==> src/rtl/brake_seq_pkg.sv <==
// Constants, register map and types of the holding brake sequencer
package brake_seq_pkg;
   localparam int unsigned ADDR_W         = 8;
   localparam int unsigned DATA_W         = 32;
   localparam int unsigned VAL_W          = 16;
   // Register byte offsets
   localparam logic [7:0] OFS_CTRL        = 8'h00;
   localparam logic [7:0] OFS_REL_FREQ    = 8'h04;
   localparam logic [7:0] OFS_REL_DWELL   = 8'h08;
   localparam logic [7:0] OFS_DWELL_ILIM  = 8'h0C;
   localparam logic [7:0] OFS_ENG_FREQ    = 8'h10;
   localparam logic [7:0] OFS_ENG_DELAY   = 8'h14;
   localparam logic [7:0] OFS_ENG_HOLD    = 8'h18;
   localparam logic [7:0] OFS_REL_TORQ    = 8'h1C;
   localparam logic [7:0] OFS_STATUS      = 8'h20;
   // Field positions
   localparam int unsigned CTRL_EN_BIT    = 0;
   localparam int unsigned ST_STATE_LSB   = 0;
   localparam int unsigned ST_RELEASE_BIT = 4;
   localparam int unsigned ST_BLOCK_BIT   = 5;
   localparam int unsigned ST_ILIM_BIT    = 6;
   // Reset values: frequency 0.01 Hz, time 0.1 s, current/torque 0.1 %
   localparam logic [VAL_W-1:0] RST_REL_FREQ   = 16'h00FA;
   localparam logic [VAL_W-1:0] RST_REL_DWELL  = 16'h000A;
   localparam logic [VAL_W-1:0] RST_DWELL_ILIM = 16'h04B0;
   localparam logic [VAL_W-1:0] RST_ENG_FREQ   = 16'h0096;
   localparam logic [VAL_W-1:0] RST_ENG_DELAY  = 16'h0000;
   localparam logic [VAL_W-1:0] RST_ENG_HOLD   = 16'h000A;
   localparam logic [VAL_W-1:0] RST_REL_TORQ   = 16'h0032;
   // Setting limits
   localparam logic [VAL_W-1:0] MAX_FREQ       = 16'h07D0;
   localparam logic [VAL_W-1:0] MAX_TIME       = 16'h00C8;
   localparam logic [VAL_W-1:0] MIN_ILIM       = 16'h01F4;
   localparam logic [VAL_W-1:0] MAX_ILIM       = 16'h07D0;
   localparam logic [VAL_W-1:0] MAX_TORQ       = 16'h03E8;
   // Timer tick
   localparam int unsigned CLK_PERIOD_NS  = 20;
   localparam int unsigned TICK_TIME_NS   = 100_000_000;
   localparam int unsigned TICK_CYCLES    = TICK_TIME_NS / CLK_PERIOD_NS;

   typedef enum logic [3:0] {
      ST_STOPPED,
      ST_BYPASS,
      ST_ACCEL_REL,
      ST_WAIT_TORQ,
      ST_DWELL,
      ST_RUN,
      ST_DECEL_ENG,
      ST_ENG_DELAY,
      ST_ENG_HOLD
   } seq_state_t;
endpackage : brake_seq_pkg

==> src/rtl/brake_timer_if.sv <==
// Load and done handshake between sequencer and tick timer
`timescale 1ns/1ps
interface brake_timer_if;
   logic        load;
   logic [15:0] loadTicks;
   logic        done;
   modport ctrl  (output load, output loadTicks, input done);
   modport timer (input load, input loadTicks, output done);
endinterface : brake_timer_if

==> src/rtl/brake_tick_timer.sv <==
// Countdown of 0.1 s ticks, restarted on every load
`timescale 1ns/1ps
module brake_tick_timer #(
   parameter int unsigned TickCycles = brake_seq_pkg::TICK_CYCLES
) (
   input  wire logic      ref_clk,
   input  wire logic      reset,
   brake_timer_if.timer   tmr
);
   typedef struct packed {
      logic [31:0] prescale;
      logic [15:0] ticks;
      logic        done;
   } timer_state_t;

   timer_state_t cur_q;
   timer_state_t cur_d;

   always_comb
   begin
      cur_d = cur_q;
      // Prescaler restarts on load so each delay is whole ticks, not a partial first one
      if (tmr.load)
      begin
         cur_d.prescale = 32'h0000_0000;
         cur_d.ticks    = tmr.loadTicks;
         cur_d.done     = 1'b0;
      end
      else if (cur_q.ticks == 16'h0000)
      begin
         cur_d.done = 1'b1;
      end
      else if (cur_q.prescale == 32'(TickCycles - 1))
      begin
         cur_d.prescale = 32'h0000_0000;
         cur_d.ticks    = cur_q.ticks - 16'h0001;
      end
      else
      begin
         cur_d.prescale = cur_q.prescale + 32'h0000_0001;
      end
   end

   always_ff @(posedge ref_clk)
   begin
      if (reset)
      begin
         cur_q <= '0;
      end
      else
      begin
         cur_q <= cur_d;
      end
   end

   // Not masked by load: a state that reloads on done would otherwise loop through it
   assign tmr.done = cur_q.done;
endmodule : brake_tick_timer

==> src/rtl/holding_brake_sequencer.sv <==
// Holding brake sequencer with APB register access
//
// Our own choices: the address map and register access over APB.
`timescale 1ns/1ps
//
// Function
// - One enable bit turns sequencing on
// - Run ramps only to release frequency
// - Release output asserted at release frequency
// - Hold release frequency for dwell time
// - Clamp current from release frequency until accelerating
// - Stop decelerates to engage frequency, holds
// - Wait engage delay, then drop release
// - Hold engage time, then block output
// - Release only while torque exceeds threshold
module holding_brake_sequencer #(
   parameter int unsigned TickCycles = brake_seq_pkg::TICK_CYCLES
) (
   input  wire logic        ref_clk,
   input  wire logic        reset,
   input  wire logic        psel,
   input  wire logic        penable,
   input  wire logic        pwrite,
   input  wire logic [7:0]  paddr,
   input  wire logic [31:0] pwdata,
   output logic      [31:0] prdata,
   output logic             pready,
   output logic             pslverr,
   input  wire logic        runCmd,
   input  wire logic [15:0] setFrequency,
   input  wire logic [15:0] outputFrequency,
   input  wire logic [15:0] torqueCurrent,
   output logic      [15:0] targetFrequency,
   output logic             brakeRelease,
   output logic             currentLimitActive,
   output logic      [15:0] currentLimit,
   output logic             outputBlock
);
   typedef struct packed {
      logic                           runMeta;
      logic                           runSync;
      logic                           enable;
      logic [15:0]                    relFreq;
      logic [15:0]                    relDwell;
      logic [15:0]                    dwellIlim;
      logic [15:0]                    engFreq;
      logic [15:0]                    engDelay;
      logic [15:0]                    engHold;
      logic [15:0]                    relTorq;
      brake_seq_pkg::seq_state_t      state;
      logic [15:0]                    target;
      logic                           release_;
      logic                           ilimOn;
      logic                           block;
      logic [31:0]                    rdata;
      logic                           err;
   } seq_reg_t;

   seq_reg_t    cur_q;
   seq_reg_t    cur_d;
   logic        setupPhase;
   logic        mapped;
   logic [15:0] wval;
   logic        torqueOk;

   brake_timer_if tmrBus ();

   brake_tick_timer #(
      .TickCycles (TickCycles)
   ) u_timer (
      .ref_clk (ref_clk),
      .reset   (reset),
      .tmr     (tmrBus)
   );

   function automatic logic [15:0] clampHi(input logic [15:0] v, input logic [15:0] hi);
      clampHi = (v > hi) ? hi : v;
   endfunction : clampHi

   assign setupPhase = psel & ~penable;
   assign wval       = pwdata[15:0];
   assign mapped     = (paddr[1:0] == 2'b00) && (paddr <= brake_seq_pkg::OFS_STATUS);
   // A zero threshold switches the torque check off
   assign torqueOk   = (cur_q.relTorq == 16'h0000) || (torqueCurrent > cur_q.relTorq);

   always_comb
   begin
      cur_d         = cur_q;
      cur_d.runMeta = runCmd;
      cur_d.runSync = cur_q.runMeta;
      tmrBus.load      = 1'b0;
      tmrBus.loadTicks = 16'h0000;

      // Register access; reads captured in setup so access completes without waits
      if (setupPhase)
      begin
         cur_d.err   = ~mapped;
         cur_d.rdata = 32'h0000_0000;
         case (paddr)
            brake_seq_pkg::OFS_CTRL:       cur_d.rdata[brake_seq_pkg::CTRL_EN_BIT] = cur_q.enable;
            brake_seq_pkg::OFS_REL_FREQ:   cur_d.rdata[15:0] = cur_q.relFreq;
            brake_seq_pkg::OFS_REL_DWELL:  cur_d.rdata[15:0] = cur_q.relDwell;
            brake_seq_pkg::OFS_DWELL_ILIM: cur_d.rdata[15:0] = cur_q.dwellIlim;
            brake_seq_pkg::OFS_ENG_FREQ:   cur_d.rdata[15:0] = cur_q.engFreq;
            brake_seq_pkg::OFS_ENG_DELAY:  cur_d.rdata[15:0] = cur_q.engDelay;
            brake_seq_pkg::OFS_ENG_HOLD:   cur_d.rdata[15:0] = cur_q.engHold;
            brake_seq_pkg::OFS_REL_TORQ:   cur_d.rdata[15:0] = cur_q.relTorq;
            brake_seq_pkg::OFS_STATUS:
            begin
               cur_d.rdata[brake_seq_pkg::ST_STATE_LSB +: 4]     = cur_q.state;
               cur_d.rdata[brake_seq_pkg::ST_RELEASE_BIT]        = cur_q.release_;
               cur_d.rdata[brake_seq_pkg::ST_BLOCK_BIT]          = cur_q.block;
               cur_d.rdata[brake_seq_pkg::ST_ILIM_BIT]           = cur_q.ilimOn;
            end
            default: cur_d.rdata = 32'h0000_0000;
         endcase
      end

      // Out-of-range settings saturate at the nearest limit
      if (psel && penable && pwrite && !cur_q.err)
      begin
         case (paddr)
            brake_seq_pkg::OFS_CTRL:       cur_d.enable   = pwdata[brake_seq_pkg::CTRL_EN_BIT];
            brake_seq_pkg::OFS_REL_FREQ:   cur_d.relFreq  = clampHi(wval, brake_seq_pkg::MAX_FREQ);
            brake_seq_pkg::OFS_REL_DWELL:  cur_d.relDwell = clampHi(wval, brake_seq_pkg::MAX_TIME);
            brake_seq_pkg::OFS_DWELL_ILIM:
               cur_d.dwellIlim = (wval < brake_seq_pkg::MIN_ILIM) ? brake_seq_pkg::MIN_ILIM
                                                                 : clampHi(wval, brake_seq_pkg::MAX_ILIM);
            brake_seq_pkg::OFS_ENG_FREQ:   cur_d.engFreq  = clampHi(wval, brake_seq_pkg::MAX_FREQ);
            brake_seq_pkg::OFS_ENG_DELAY:  cur_d.engDelay = clampHi(wval, brake_seq_pkg::MAX_TIME);
            brake_seq_pkg::OFS_ENG_HOLD:   cur_d.engHold  = clampHi(wval, brake_seq_pkg::MAX_TIME);
            brake_seq_pkg::OFS_REL_TORQ:   cur_d.relTorq  = clampHi(wval, brake_seq_pkg::MAX_TORQ);
            default: ;
         endcase
      end

      case (cur_q.state)
         brake_seq_pkg::ST_STOPPED:
         begin
            cur_d.target   = 16'h0000;
            cur_d.release_ = 1'b0;
            cur_d.ilimOn   = 1'b0;
            cur_d.block    = 1'b1;
            if (cur_q.runSync)
            begin
               cur_d.block = 1'b0;
               cur_d.state = cur_q.enable ? brake_seq_pkg::ST_ACCEL_REL : brake_seq_pkg::ST_BYPASS;
            end
         end
         brake_seq_pkg::ST_BYPASS:
         begin
            cur_d.target = setFrequency;
            if (!cur_q.runSync)
            begin
               cur_d.state = brake_seq_pkg::ST_STOPPED;
            end
         end
         brake_seq_pkg::ST_ACCEL_REL:
         begin
            cur_d.target = cur_q.relFreq;
            if (!cur_q.runSync)
            begin
               cur_d.state = brake_seq_pkg::ST_DECEL_ENG;
            end
            else if (outputFrequency >= cur_q.relFreq)
            begin
               cur_d.state  = brake_seq_pkg::ST_WAIT_TORQ;
               cur_d.ilimOn = 1'b1;
            end
         end
         brake_seq_pkg::ST_WAIT_TORQ:
         begin
            // Brake stays closed until the motor really carries torque
            if (!cur_q.runSync)
            begin
               cur_d.state  = brake_seq_pkg::ST_DECEL_ENG;
               cur_d.ilimOn = 1'b0;
            end
            else if (torqueOk)
            begin
               cur_d.release_   = 1'b1;
               cur_d.state      = brake_seq_pkg::ST_DWELL;
               tmrBus.load      = 1'b1;
               tmrBus.loadTicks = cur_q.relDwell;
            end
         end
         brake_seq_pkg::ST_DWELL:
         begin
            cur_d.release_ = torqueOk;
            if (!cur_q.runSync)
            begin
               cur_d.ilimOn = 1'b0;
               cur_d.state  = brake_seq_pkg::ST_DECEL_ENG;
            end
            else if (tmrBus.done)
            begin
               cur_d.ilimOn = 1'b0;
               cur_d.state  = brake_seq_pkg::ST_RUN;
            end
         end
         brake_seq_pkg::ST_RUN:
         begin
            cur_d.release_ = torqueOk;
            cur_d.target   = setFrequency;
            if (!cur_q.runSync)
            begin
               cur_d.state = brake_seq_pkg::ST_DECEL_ENG;
            end
         end
         brake_seq_pkg::ST_DECEL_ENG:
         begin
            cur_d.release_ = cur_q.release_ & torqueOk;
            cur_d.target   = cur_q.engFreq;
            if (outputFrequency <= cur_q.engFreq)
            begin
               cur_d.state      = brake_seq_pkg::ST_ENG_DELAY;
               tmrBus.load      = 1'b1;
               tmrBus.loadTicks = cur_q.engDelay;
            end
         end
         brake_seq_pkg::ST_ENG_DELAY:
         begin
            cur_d.release_ = cur_q.release_ & torqueOk;
            if (tmrBus.done)
            begin
               cur_d.release_   = 1'b0;
               cur_d.state      = brake_seq_pkg::ST_ENG_HOLD;
               tmrBus.load      = 1'b1;
               tmrBus.loadTicks = cur_q.engHold;
            end
         end
         brake_seq_pkg::ST_ENG_HOLD:
         begin
            if (tmrBus.done)
            begin
               cur_d.block  = 1'b1;
               cur_d.target = 16'h0000;
               cur_d.state  = brake_seq_pkg::ST_STOPPED;
            end
         end
         default:
         begin
            cur_d.state = brake_seq_pkg::ST_STOPPED;
         end
      endcase
   end

   always_ff @(posedge ref_clk)
   begin
      if (reset)
      begin
         cur_q           <= '0;
         cur_q.state     <= brake_seq_pkg::ST_STOPPED;
         cur_q.block     <= 1'b1;
         cur_q.relFreq   <= brake_seq_pkg::RST_REL_FREQ;
         cur_q.relDwell  <= brake_seq_pkg::RST_REL_DWELL;
         cur_q.dwellIlim <= brake_seq_pkg::RST_DWELL_ILIM;
         cur_q.engFreq   <= brake_seq_pkg::RST_ENG_FREQ;
         cur_q.engDelay  <= brake_seq_pkg::RST_ENG_DELAY;
         cur_q.engHold   <= brake_seq_pkg::RST_ENG_HOLD;
         cur_q.relTorq   <= brake_seq_pkg::RST_REL_TORQ;
      end
      else
      begin
         cur_q <= cur_d;
      end
   end

   assign prdata             = cur_q.rdata;
   assign pready             = 1'b1;
   assign pslverr            = psel & penable & cur_q.err;
   assign targetFrequency    = cur_q.target;
   assign brakeRelease       = cur_q.release_;
   assign currentLimitActive = cur_q.ilimOn;
   assign currentLimit       = cur_q.dwellIlim;
   assign outputBlock        = cur_q.block;
endmodule : holding_brake_sequencer

==> config.mk <==
export PLATFORM = sky130hd
export DESIGN_NAME = holding_brake_sequencer
export DESIGN_NICKNAME = d
export VERILOG_FILES = /design/src/rtl/brake_seq_pkg.sv /design/src/rtl/brake_timer_if.sv /design/src/rtl/brake_tick_timer.sv /design/src/rtl/holding_brake_sequencer.sv
export SDC_FILE = /design/constraint.sdc
export NUM_CORES = 1
export LEC_CHECK = 0
export BUFFER_PORTS_ARGS = -buffer_cell sky130_fd_sc_hd__buf_2
export CORE_ASPECT_RATIO = 1.2
export CORE_MARGIN = 3
export CORE_UTILIZATION = 63
export DETAILED_ROUTE_END_ITERATION = 7
export MAX_ROUTING_LAYER = met4
export PLACE_DENSITY_LB_ADDON = 0.15
export SYNTH_ARGS = -nofsm -noshare
export SYNTH_HDL_FRONTEND = slang
export SYNTH_HIERARCHICAL = 1
export SYNTH_SLANG_ARGS = --single-unit
==> constraint.sdc <==
create_clock -name ref_clk -period 7.3 [get_ports ref_clk]
set_clock_uncertainty 0.15 [all_clocks]
set_input_delay 0.73 -clock ref_clk [delete_from_list [all_inputs] [get_ports ref_clk]]
set_output_delay 0.73 -clock ref_clk [all_outputs]
set_load 0.005 [all_outputs]
==> summary.md <==
| Metric | Value |
|---|---|
| Status | `completed` |
| RSZ-0062 raised after global routing | `no` |
| Top-count cell post-synth | `dfxtp_1` |
| CP cell instances | `inv_1 -> ha_1 -> a21o_1 -> a21o_1 -> a41oi_1 -> and4b_1 -> o21bai_1 -> nor2b_1 -> buf_4 -> or3_1 -> buf_4 -> nor2_1 -> nand2_1 -> o21ba_2` |
| Clock buffer depth | `3` |
| Synth top area share | `0.350` |
| CTS Hold Bufs | `0` |
| Data required, critical path | `7.60 ns` |
| Initial antenna violation count | `0` |
| Fin crit period | `4.42 ns` |
| Detailed Place HPWL | `24.1 mm` |
| Ranking of synthesized cells by area | `dfxtp_1 (35%), ha_1 (5.4%), nor2_1 (4.7%)` |
| Die area | `20200 sq um` |
| Primary FF master, synth | `dfxtp_1` |
| Cell count after synthesis | `1394` |
| FMAX | `0.226 GHz` |
| Global-route wire length before repair | `51.6 mm` |
| Highest fanout seen on the critical path | `47` |
| Clock Sinks | `204` |
| MaxCap Viol Count | `0` |
| Placement Rows | `53` |
| Remaining DRCs | `0` |
| Post-Route WL | `33.1 mm` |
| Vias | `10738` |
| GP Congestion | `0.974` |
| CTS Buf Count | `22` |
| Worst slew pin tran | `1.04 ns` |
| Yosys cell types | `87` |
| Period Utilization, post-route | `0.606` |
| Final setup TNS | `0 ns` |
| Slew headroom | `0.305` |
| GR Util All Layers | `0.327` |
| Wire per inst | `20.0 um` |
| Htree depth | `1` |
| Die W | `130 um` |
| Routed Antenna Nets | `0` |
| Reg clk slew, reported paths | `0.06 ns` |
| Global route total overflow | `0` |
| DRT Pass-1 Iters | `7` |
| Initial Utilization | `0.654` |
| Sequential-to-total area share from yosys stat | `0.350` |
| Final #Nets | `1565` |
| Register bit total from synthesis | `204` |
| Final setup vio count | `0` |
| CTS root buf | `clkbuf_16` |
| Fraction of layout cells with a size suffix above 1 | `0.145` |
| CTS tree | `done` |
| WS Path Type | `reg2reg` |
| Post-synth EDFFs | `0` |
| Crit path DAT | `4.72 ns` |
| YS warnings | `6` |
| Largest net degree at the start of global routing | `105` |
| Crit. End Element | `flop` |
| Vias/cell | `6.48` |
| Post_cts resized | `0` |
| Fillers | `1449` |
| Vias in the first global route | `9751` |
| Number of port buffers | `129` |
| Worst skew pair latency | `0.51 ns` |
| Die span in y | `155 um` |
| Pleak | `5.08 nW` |
| Slowest CP cell | `nand2_1` |
| Postcts setup bufs | `0` |
| Hold Crit Class | `reg2reg` |
| Util after Layout | `0.708` |
| Cell Pwr Density | `199 nW/um^2` |
| Pins Over Slew Limit | `0` |
| Pwr Total | `0.00251 W` |
| WHS | `0.302 ns` |
| Hold Vio Cnt, Final | `0` |
| DRT iter0 DRCs | `1261` |
| # IOs | `163` |
| Worst setup SP type | `flop` |
| Average size of a mapped cell | `8.36 sq um` |
| Top cells by count, synth | `dfxtp_1 (204), nor2_1 (145), a21oi_1 (85)` |
| VDD IR max | `0.180 mV` |
| Post-synth top area cell | `dfxtp_1` |
| Mapped Area | `11700 sq um` |
| Antenna Cells | `0` |
| Async S/R FF share, synth | `0` |
| Crit-path max cell delay | `0.60 ns` |
| Area growth syn-to-layout | `8.34%` |
| Core area | `17800 sq um` |
[worst max-delay path: cells and delay by family, from the launching register on]
kind,cells,cell delay [ns]
compound gates,5,1.14
flops,1,0.43
buf+inv,3,0.55
fa+ha+maj,1,0.29
simple gates,5,1.75
[area by class of cell]
class / instances / area, sq um / share of cell area
multi-input cells: 988 / 6560 / 0.519
repair buffers: 139 / 723 / 0.0573
inverters: 66 / 248 / 0.0196
clock buffers: 31 / 646 / 0.0511
clock inverters: 9 / 97.6 / 0.00773
well taps: 220 / 275 / 0.0218
flip-flops and latches: 204 / 4080 / 0.323
[state kept, by name, summed over array words and instances, names as in the netlist]
| signal | count |
|---|---|
| cur_q | 103 |
| u_timer/tmr.done | 1 |
| currentLimit | 16 |
| currentLimitActive | 1 |
| u_timer/cur_q | 48 |
| targetFrequency | 16 |
| prdata | 16 |
| cur_d | 1 |
| brakeRelease | 1 |
| outputBlock | 1 |
[layout by cell type, fill, tap and decap left out, types with 22 or more instances in the layout]
master     count
mux2i_1       26
o21ai_0       28
a21o_1        22
a21oi_1       85
nand2_1       81
a211oi_1      32
and2_1        38
nor2_1       144
inv_1         66
dfxtp_1      204
clkbuf_16     23
a22o_1        22
a22oi_1       30
ha_1          50
nor3_1        59
nand3_1       26
buf_2        128
[stage by stage]
stage	setup slack (ns)	std cells	cell area, sq um
2_1_floorplan	3.61	1409	11700
3_3_place_gp	2.59	1617	11900
3_5_place_dp	2.52	1617	11900
4_1_cts	2.88	1657	12600
5_1_grt	2.62	1657	12600
6_report	2.88	1657	12600
[worst paths after layout]
| path | end | cells past startpoint | slack [ns] | start |
|---|---|---|---|---|
| max reg2reg | u_timer/cur_q[32] | 14 | 2.88 | cur_q[61] |
| min | cur_q[169] | 1 | 0.30 | cur_d[169] |
| min reg2reg | cur_q[169] | 1 | 0.30 | cur_d[169] |
| max | u_timer/cur_q[32] | 14 | 2.88 | cur_q[61] |
[metal layers]
metal,GRT usage,vias to the layer above,share of wire
met2,0.544,498,0.49
met5,-,-,0
met4,0.108,0,0.040
met3,0.0391,107,0.079
li1,-,5093,-
met1,0.411,5040,0.39
[logic make-up after synthesis]
kind of cell	after synthesis	synth area share
flip-flops	204	0.350
XOR/XNOR	22	0.0165
multiplexers	29	0.0252
adder cells (fa/ha/maj)	50	0.0537
AO/OA/AOI/OAI	358	0.223
buffers and inverters	217	0.0930
other	2	0.000644
AND/OR/NAND/NOR	512	0.237
[where the power goes]
part | leakage [nW] | switching [W] | internal (W)
clock | 0.369 | 0.000462 | 0.000687
combinational | 3.06 | 0.000127 | 0.0000855
sequential | 1.65 | 0.0000201 | 0.00113
No activity file was read; power rests on OpenSTA's default activity.
